### src/hdl/wss_pkg.sv
// Purpose: Shared constants for the word shift, subtract and store unit
// Assumes: 32-bit instruction words, 64-bit registers, 128-bit data bus
// Notes: Opcode and function codes follow the instruction encodings
package wss_pkg;
    localparam int unsigned WSS_XLEN = 64;
    localparam int unsigned WSS_WLEN = 32;
    localparam int unsigned WSS_BUS_W = 128;
    localparam int unsigned WSS_BE_W = 16;
    // Instruction field positions
    localparam int unsigned WSS_OPC_LSB = 26;
    localparam int unsigned WSS_SRCA_LSB = 21;
    localparam int unsigned WSS_SRCB_LSB = 16;
    localparam int unsigned WSS_DEST_LSB = 11;
    localparam int unsigned WSS_SHAMT_LSB = 6;
    localparam int unsigned WSS_IMM_W = 16;
    // Major opcodes
    localparam logic [5:0] WSS_OPC_SPECIAL = 6'h00;
    localparam logic [5:0] WSS_OPC_STORE_WORD = 6'h2b;
    // Function codes
    localparam logic [5:0] WSS_FN_LOGIC_RIGHT_IMM = 6'h02;
    localparam logic [5:0] WSS_FN_ARITH_RIGHT_IMM = 6'h03;
    localparam logic [5:0] WSS_FN_LOGIC_RIGHT_VAR = 6'h06;
    localparam logic [5:0] WSS_FN_ARITH_RIGHT_VAR = 6'h07;
    localparam logic [5:0] WSS_FN_MINUS_TRAP = 6'h22;
    localparam logic [5:0] WSS_FN_MINUS_WRAP = 6'h23;
    // Exception codes on the exception output
    typedef enum logic [2:0] {
        WSS_EXC_NONE = 3'h0,
        WSS_EXC_OVERFLOW = 3'h1,
        WSS_EXC_ADDR_ERROR = 3'h2,
        WSS_EXC_TLB_REFILL = 3'h3,
        WSS_EXC_TLB_INVALID = 3'h4,
        WSS_EXC_TLB_MODIFIED = 3'h5,
        WSS_EXC_RESERVED = 3'h6
    } wss_exc_t;
    // Operation selected by decode
    typedef enum logic [2:0] {
        WSS_OP_NONE,
        WSS_OP_SHIFT,
        WSS_OP_MINUS_TRAP,
        WSS_OP_MINUS_WRAP,
        WSS_OP_STORE
    } wss_op_t;
    localparam logic [63:0] WSS_RESULT_RESET = 64'h0;
endpackage : wss_pkg

### src/hdl/wss_right_shift.sv
// Purpose: 32-bit word right shifter with sign-extended 64-bit result
// Assumes: Count already selected by the caller
// Notes: Purely combinational
`timescale 1ns/100ps
module wss_right_shift #(
    parameter int unsigned WORD_W = 32,
    parameter int unsigned CNT_W = 5
) (
    // Operands
    input wire logic [WORD_W-1:0] word_in,
    input wire logic [CNT_W-1:0] count_in,
    input wire logic arith_in,
    // Result
    output logic [2*WORD_W-1:0] result_out
);
    wire logic fill_bit;
    wire logic [2*WORD_W-1:0] wide_word;
    wire logic [2*WORD_W-1:0] shifted;
    wire logic [WORD_W-1:0] low_word;

    assign fill_bit = arith_in & word_in[WORD_W-1];
    assign wide_word = {{WORD_W{fill_bit}}, word_in};
    assign shifted = wide_word >> count_in;
    assign low_word = shifted[WORD_W-1:0];
    assign result_out = {{WORD_W{low_word[WORD_W-1]}}, low_word};
endmodule : wss_right_shift

### src/hdl/wss_store_lane.sv
// Purpose: Places a store word on the 128-bit data bus
// Assumes: Address is already word aligned when used
// Notes: Byte enables mark the four written lanes
`timescale 1ns/100ps
module wss_store_lane #(
    parameter int unsigned WORD_W = 32,
    parameter int unsigned BUS_W = 128
) (
    // Placement inputs
    input wire logic [WORD_W-1:0] word_in,
    input wire logic [3:0] addr_low_in,
    input wire logic byte_order_big_in,
    // Bus image
    output logic [BUS_W-1:0] data_out,
    output logic [BUS_W/8-1:0] byte_en_out,
    output logic [3:0] lane_out
);
    wire logic [3:0] lane;
    wire logic [6:0] bit_shift;

    assign lane = addr_low_in ^ {{2{byte_order_big_in}}, 2'h0};
    assign bit_shift = {lane, 3'h0};
    assign data_out = {{(BUS_W-WORD_W){1'b0}}, word_in} << bit_shift;
    assign byte_en_out = {{(BUS_W/8-4){1'b0}}, 4'hf} << lane;
    assign lane_out = lane;
endmodule : wss_store_lane

### src/hdl/wss_unit.sv
// Purpose: Word right shifts, word subtracts and store word for a 64-bit core
// Assumes: Decode supplies the instruction word and register operands each issue
// Notes: One cycle from issue to registered result, store request or exception
`timescale 1ns/100ps

// Summary of operation
// - Arithmetic right shifts fill vacated upper bits with bit 31.
// - Logical right shifts fill vacated upper bits with zero.
// - Immediate shift forms take distance from the 5-bit shift amount field.
// - Variable shift forms use only bits 4..0 of the first operand.
// - Shift results are sign-extended from bit 31 to 64 bits.
// - Shift result is unspecified when second operand is not a sign-extended word.
// - Trapping subtract overflow leaves destination unchanged and raises overflow.
// - Trapping subtract without overflow writes sign-extended 32-bit difference.
// - Wrapping subtract always writes modulo difference, never traps.
// - Subtract result unspecified when either source is not a sign-extended word.
// - Store address is sign-extended offset plus base bits 31..0.
// - Store writes only the low 32 bits of the second operand.
// - Nonzero address bits 1..0 raise address error and suppress the store.
// - Store reports TLB refill, invalid and modified from translation.
// - Variable arithmetic shift: opcode 000000, function 000111, zero shift field.
// - Immediate logical shift: opcode 000000, function 000010, bits 25..21 zero.
// - Variable logical shift: opcode 000000, function 000110, zero shift field.
// - Wrapping subtract: opcode 000000, function 100011, zero shift field.
// - Store word: opcode 101011 with base, source and 16-bit offset.
module wss_unit #(
    parameter int unsigned XLEN = wss_pkg::WSS_XLEN,
    parameter int unsigned BUS_W = wss_pkg::WSS_BUS_W
) (
    // Clock and reset
    input wire logic clock_in,
    input wire logic reset_in,
    // Issue from decode
    input wire logic issue_valid_in,
    input wire logic [31:0] instr_in,
    input wire logic [XLEN-1:0] operand_a_reg_in,
    input wire logic [XLEN-1:0] operand_b_reg_in,
    input wire logic byte_order_big_in,
    // Address translation answer for the store address
    input wire logic tlb_refill_in,
    input wire logic tlb_invalid_in,
    input wire logic tlb_modified_in,
    // Translation lookup address
    output logic [31:0] xlate_addr_out,
    // Register file write
    output logic dest_we_out,
    output logic [4:0] dest_reg_out,
    output logic [XLEN-1:0] dest_data_out,
    // Data memory store
    output logic store_valid_out,
    output logic [31:0] store_addr_out,
    output logic [BUS_W-1:0] store_data_out,
    output logic [BUS_W/8-1:0] store_byte_en_out,
    // Exception report
    output logic exc_valid_out,
    output logic [2:0] exc_code_out,
    output logic [31:0] exc_addr_out,
    // Decode status
    output logic illegal_out
);
    // Instruction fields
    wire logic [5:0] opcode;
    wire logic [4:0] src_a_field;
    wire logic [4:0] dest_field;
    wire logic [4:0] shamt_field;
    wire logic [5:0] funct;
    wire logic [15:0] offset_field;
    wire logic is_special;

    assign opcode = instr_in[wss_pkg::WSS_OPC_LSB +: 6];
    assign src_a_field = instr_in[wss_pkg::WSS_SRCA_LSB +: 5];
    assign dest_field = instr_in[wss_pkg::WSS_DEST_LSB +: 5];
    assign shamt_field = instr_in[wss_pkg::WSS_SHAMT_LSB +: 5];
    assign funct = instr_in[5:0];
    assign offset_field = instr_in[wss_pkg::WSS_IMM_W-1:0];
    assign is_special = (opcode == wss_pkg::WSS_OPC_SPECIAL);

    // Decode
    wire logic dec_arith_right_imm_op;
    wire logic dec_arith_right_var_op;
    wire logic dec_logic_right_imm_op;
    wire logic dec_logic_right_var_op;
    wire logic dec_minus_trap_op;
    wire logic dec_minus_wrap_op;
    wire logic dec_store_word_op;

    assign dec_arith_right_imm_op = is_special && funct == wss_pkg::WSS_FN_ARITH_RIGHT_IMM
        && src_a_field == 5'h00;
    assign dec_arith_right_var_op = is_special && funct == wss_pkg::WSS_FN_ARITH_RIGHT_VAR
        && shamt_field == 5'h00;
    assign dec_logic_right_imm_op = is_special && funct == wss_pkg::WSS_FN_LOGIC_RIGHT_IMM
        && src_a_field == 5'h00;
    assign dec_logic_right_var_op = is_special && funct == wss_pkg::WSS_FN_LOGIC_RIGHT_VAR
        && shamt_field == 5'h00;
    assign dec_minus_trap_op = is_special && funct == wss_pkg::WSS_FN_MINUS_TRAP
        && shamt_field == 5'h00;
    assign dec_minus_wrap_op = is_special && funct == wss_pkg::WSS_FN_MINUS_WRAP
        && shamt_field == 5'h00;
    assign dec_store_word_op = (opcode == wss_pkg::WSS_OPC_STORE_WORD);

    wire logic dec_shift;
    wire logic dec_var_shift;
    wire logic dec_arith_shift;
    wire logic dec_any;

    assign dec_var_shift = dec_arith_right_var_op | dec_logic_right_var_op;
    assign dec_arith_shift = dec_arith_right_imm_op | dec_arith_right_var_op;
    assign dec_shift = dec_var_shift | dec_arith_right_imm_op | dec_logic_right_imm_op;
    assign dec_any = dec_shift | dec_minus_trap_op | dec_minus_wrap_op | dec_store_word_op;

    wss_pkg::wss_op_t op_sel;
    assign op_sel = !dec_any ? wss_pkg::WSS_OP_NONE
        : dec_shift ? wss_pkg::WSS_OP_SHIFT
        : dec_minus_trap_op ? wss_pkg::WSS_OP_MINUS_TRAP
        : dec_minus_wrap_op ? wss_pkg::WSS_OP_MINUS_WRAP
        : wss_pkg::WSS_OP_STORE;

    // Shift path
    wire logic [4:0] shift_count;
    wire logic [XLEN-1:0] shift_result;

    assign shift_count = dec_var_shift ? operand_a_reg_in[4:0] : shamt_field;

    wss_right_shift #(
        .WORD_W(32),
        .CNT_W(5)
    ) u_shift (
        .word_in(operand_b_reg_in[31:0]),
        .count_in(shift_count),
        .arith_in(dec_arith_shift),
        .result_out(shift_result)
    );

    // Subtract path
    wire logic [31:0] diff_word;
    wire logic diff_overflow;
    wire logic [XLEN-1:0] diff_result;

    assign diff_word = operand_a_reg_in[31:0] - operand_b_reg_in[31:0];
    assign diff_overflow = (operand_a_reg_in[31] != operand_b_reg_in[31])
        && (diff_word[31] != operand_a_reg_in[31]);
    assign diff_result = {{(XLEN-32){diff_word[31]}}, diff_word};

    // Store path
    wire logic [31:0] eff_addr;
    wire logic misaligned;
    wire logic [BUS_W-1:0] lane_data;
    wire logic [BUS_W/8-1:0] lane_be;

    assign eff_addr = operand_a_reg_in[31:0] + {{16{offset_field[15]}}, offset_field};
    assign misaligned = (eff_addr[1:0] != 2'h0);
    assign xlate_addr_out = eff_addr;

    wss_store_lane #(
        .WORD_W(32),
        .BUS_W(BUS_W)
    ) u_lane (
        .word_in(operand_b_reg_in[31:0]),
        .addr_low_in(eff_addr[3:0]),
        .byte_order_big_in(byte_order_big_in),
        .data_out(lane_data),
        .byte_en_out(lane_be),
        .lane_out()
    );

    // Store exception priority: alignment first, then translation
    logic [2:0] store_exc;
    always_comb begin
        store_exc = wss_pkg::WSS_EXC_NONE;
        if (misaligned) begin
            store_exc = wss_pkg::WSS_EXC_ADDR_ERROR;
        end else if (tlb_refill_in) begin
            store_exc = wss_pkg::WSS_EXC_TLB_REFILL;
        end else if (tlb_invalid_in) begin
            store_exc = wss_pkg::WSS_EXC_TLB_INVALID;
        end else if (tlb_modified_in) begin
            store_exc = wss_pkg::WSS_EXC_TLB_MODIFIED;
        end
    end

    // Next state selection
    logic we_next;
    logic [XLEN-1:0] data_next;
    logic st_next;
    logic [2:0] exc_next;

    always_comb begin
        we_next = 1'b0;
        data_next = wss_pkg::WSS_RESULT_RESET;
        st_next = 1'b0;
        exc_next = wss_pkg::WSS_EXC_NONE;
        if (issue_valid_in) begin
            case (op_sel)
                wss_pkg::WSS_OP_SHIFT: begin
                    we_next = 1'b1;
                    data_next = shift_result;
                end
                wss_pkg::WSS_OP_MINUS_TRAP: begin
                    we_next = !diff_overflow;
                    data_next = diff_result;
                    exc_next = diff_overflow ? wss_pkg::WSS_EXC_OVERFLOW : wss_pkg::WSS_EXC_NONE;
                end
                wss_pkg::WSS_OP_MINUS_WRAP: begin
                    we_next = 1'b1;
                    data_next = diff_result;
                end
                wss_pkg::WSS_OP_STORE: begin
                    st_next = (store_exc == wss_pkg::WSS_EXC_NONE);
                    exc_next = store_exc;
                end
                default: begin
                    we_next = 1'b0;
                end
            endcase
        end
    end

    // Output registers
    logic dest_we_reg;
    logic [4:0] dest_reg_reg;
    logic [XLEN-1:0] dest_data_reg;
    logic store_valid_reg;
    logic [31:0] store_addr_reg;
    logic [BUS_W-1:0] store_data_reg;
    logic [BUS_W/8-1:0] store_be_reg;
    logic [2:0] exc_code_reg;
    logic [31:0] exc_addr_reg;
    logic illegal_reg;

    // Register file write
    always_ff @(posedge clock_in) begin
        if (reset_in) begin
            dest_we_reg <= 1'b0;
        end else begin
            dest_we_reg <= we_next;
        end
    end

    always_ff @(posedge clock_in) begin
        if (reset_in) begin
            dest_reg_reg <= 5'h00;
        end else begin
            dest_reg_reg <= dest_field;
        end
    end

    always_ff @(posedge clock_in) begin
        if (reset_in) begin
            dest_data_reg <= wss_pkg::WSS_RESULT_RESET;
        end else begin
            dest_data_reg <= data_next;
        end
    end

    // Data memory store
    always_ff @(posedge clock_in) begin
        if (reset_in) begin
            store_valid_reg <= 1'b0;
        end else begin
            store_valid_reg <= st_next;
        end
    end

    always_ff @(posedge clock_in) begin
        if (reset_in) begin
            store_addr_reg <= 32'h0;
        end else begin
            store_addr_reg <= eff_addr;
        end
    end

    always_ff @(posedge clock_in) begin
        if (reset_in) begin
            store_data_reg <= '0;
        end else begin
            store_data_reg <= st_next ? lane_data : '0;
        end
    end

    always_ff @(posedge clock_in) begin
        if (reset_in) begin
            store_be_reg <= '0;
        end else begin
            store_be_reg <= st_next ? lane_be : '0;
        end
    end

    // Exception report
    always_ff @(posedge clock_in) begin
        if (reset_in) begin
            exc_code_reg <= wss_pkg::WSS_EXC_NONE;
        end else begin
            exc_code_reg <= exc_next;
        end
    end

    always_ff @(posedge clock_in) begin
        if (reset_in) begin
            exc_addr_reg <= 32'h0;
        end else begin
            exc_addr_reg <= eff_addr;
        end
    end

    // Decode status
    always_ff @(posedge clock_in) begin
        if (reset_in) begin
            illegal_reg <= 1'b0;
        end else begin
            illegal_reg <= issue_valid_in && !dec_any;
        end
    end

    assign dest_we_out = dest_we_reg;
    assign dest_reg_out = dest_reg_reg;
    assign dest_data_out = dest_data_reg;
    assign store_valid_out = store_valid_reg;
    assign store_addr_out = store_addr_reg;
    assign store_data_out = store_data_reg;
    assign store_byte_en_out = store_be_reg;
    assign exc_valid_out = (exc_code_reg != wss_pkg::WSS_EXC_NONE);
    assign exc_code_out = exc_code_reg;
    assign exc_addr_out = exc_addr_reg;
    assign illegal_out = illegal_reg;
endmodule : wss_unit

### config.mk
export PLATFORM = sky130hd
export DESIGN_NAME = wss_unit
export DESIGN_NICKNAME = d
export VERILOG_FILES = /design/src/hdl/wss_pkg.sv /design/src/hdl/wss_right_shift.sv /design/src/hdl/wss_store_lane.sv /design/src/hdl/wss_unit.sv
export SDC_FILE = /design/constraint.sdc
export NUM_CORES = 1
export LEC_CHECK = 0
export BUFFER_PORTS_ARGS = -buffer_cell sky130_fd_sc_hd__buf_4
export CORE_MARGIN = 3
export CORE_UTILIZATION = 35
export CTS_CLUSTER_SIZE = 25
export DETAILED_ROUTE_END_ITERATION = 7
export PLACE_DENSITY = 0.68
export SYNTH_ARGS = -nofsm -noshare
export SYNTH_HDL_FRONTEND = slang
export SYNTH_HIERARCHICAL = 1
export SYNTH_SLANG_ARGS = --single-unit
### constraint.sdc
create_clock -name clock_in -period 4.6 [get_ports clock_in]
set_input_delay 0.92 -clock clock_in [delete_from_list [all_inputs] [get_ports clock_in]]
set_output_delay 0.92 -clock clock_in [all_outputs]
set_load 0.1 [all_outputs]
==> results.yml <==
sta:
  max_freq_mhz: 221.6
  worstMarginPinSlew_ns: 1.288
  fin_ws_ns: 0.08635
  fin_crit_ns: 4.514
  final_max_slew_viol_count: 0
  setup_viol_count_final: 0
  slew_headroom: 0.1407
  fin_crit_sh: 0.9812
  rsz0062_at_grt: "no"
  hold_violations: 0
placed_design:
  dp_slack_ns: 0.0009506
  dpl.hpwl_um: 43400
  place.port_buffers: 413
  postPlaceCellArea_um2: 18900
  place_congestion: 0.9264
logic_synthesis:
  syn-cell-area_um2: 15510
  syn-num-nets: 1931
  netlist_instances: 1699
  syn_area_per_cell_um2: 9.130
  yosys_warnings: 6
drt:
  route.detailed.drc: 0
  ant_nets: 0
  drtIter0Drc: 1331
  vias: 14210
  drt_first_pass_iters: 6
  drt-total-wl_um: 56870
  via_per_inst: 5.388
  wire_per_inst_um: 21.56
floorplanning:
  core_um2: 43460
  num_io_pins: 483
  die_h_um: 216.5
  initial_core_util: 0.3570
  fp.dieW_um: 216.5
  rows: 76
  die-area_um2: 46880
global_route:
  grt_pass1_wl_um: 83840
  antenna_found_initial: 2
  overflow: 0
  grt_pass1_vias: 13690
  grt_start_max_net_pins: 146
  grt.total_usage: 0.2298
flow_run:
  drv_cap: 0
clock_tree:
  hold_buffers: 0
  numCtsBuffers: 28
  cts.sinks: 251
  cts_tree: "yes"
  clk_pin_slew_ns: 0.06
  cts_buffer_depth: 3
  ctsHtreeMaxLevel: 1
  cts_root_buf: "clkbuf_16"
setup_path:
  cp-start-kind: "primary input"
  critPathCaptureType: "output pin"
  critPathKind: "primary input to output pin"
  path_max_fanout: 4
  arrival_ns: 3.59
  worstPathRequired_ns: 3.68
  crit_start: "instr_in[0]"
min_path:
  hold_start: "instr_in[13]"
  min_path_type: "primary input to register"
layout:
  drive_above_1_share: 0.3254
  area_delta_synth_final_pct: 28.39
  final_net_count: 2263
  final_common_cell: "buf_4"
  stdcell_area_um2: 19920
  diodes: 0
  final_cell_mix: "buf_4 (463), dfxtp_1 (251), and2_1 (157)"
status:
  outcome: "completed"
pwr:
  p_per_area_nw_per_um2: 373.4
  ir_worst_vdd_mv: 0.3824
  p_leak_nw: 9.262
  power_mw: 7.437
==> where the power goes <==
group | internal (mW) | switching, mW
Combinational | 0.849 | 2.08
Clock | 1.29 | 0.974
Sequential | 2.22 | 0.0235
==> final cells by class <==
class,instances,area [µm²]
inverter,76,285.3
clock inverter,18,190.2
clock buffer,34,753.2
sequential,251,5025
tap,585,732.0
timing repair buffer,471,3601
fill,4228,23540
multi-input combinational,1203,9330
==> state kept, by name, indices dropped and copies added, names as in the netlist <==
signal             flops
store_data_out       128
dest_data_out         64
exc_addr_out          32
store_byte_en_out     16
dest_reg_out           5
exc_code_out           3
dest_we_out            1
illegal_out            1
store_valid_out        1
==> critical path, cell delays in order <==
cell and delay (ns):
buf_4 0.13, ha_4 0.16, inv_2 0.05, fa_2 0.21
nor2b_2 0.06, o31ai_4 0.33, a211oi_4 0.14, o21a_1 0.24
o41a_1 0.51, a221oi_2 0.41, xnor2_2 0.17, buf_6 0.25
==> metal layers <==
layer	track usage	part of all wire	up-vias
met2	0.3682	0.46	630
met1	0.3038	0.42	6816
met3	0.05609	0.089	116
li1	-	-	6649
met5	0	0.00019	-
met4	0.07682	0.034	2
==> metrics by stage <==
| stage | TNS, ns | cells | hold slack [ns] | util |
|---|---|---|---|---|
| after floorplan | -0.1281 | 1699 | 1.048 | - |
| after global placement | -0.005031 | 2585 | 1.145 | 0.4350 |
| after detailed placement | 0 | 2585 | 1.155 | 0.4350 |
| after CTS | 0 | 2637 | 0.5553 | 0.4569 |
| after global routing | 0 | 2638 | 0.5663 | 0.4583 |
| final | 0 | 2638 | 0.5828 | 0.4583 |
==> timing repair <==
item                       4_1_cts  5_1_grt
setup endpoints to repair        2        4
buffers inserted                 0        2
resized for setup                2       11
pin swaps                        0        8
==> path summary, 6_finish.rpt <==
check,endpoint,slack (ns),depth (start not counted)
worst min-delay path,dest_reg_out[2],0.58,2
worst max-delay path,xlate_addr_out[30],0.09,12
Power figures use the tool's default switching activity.
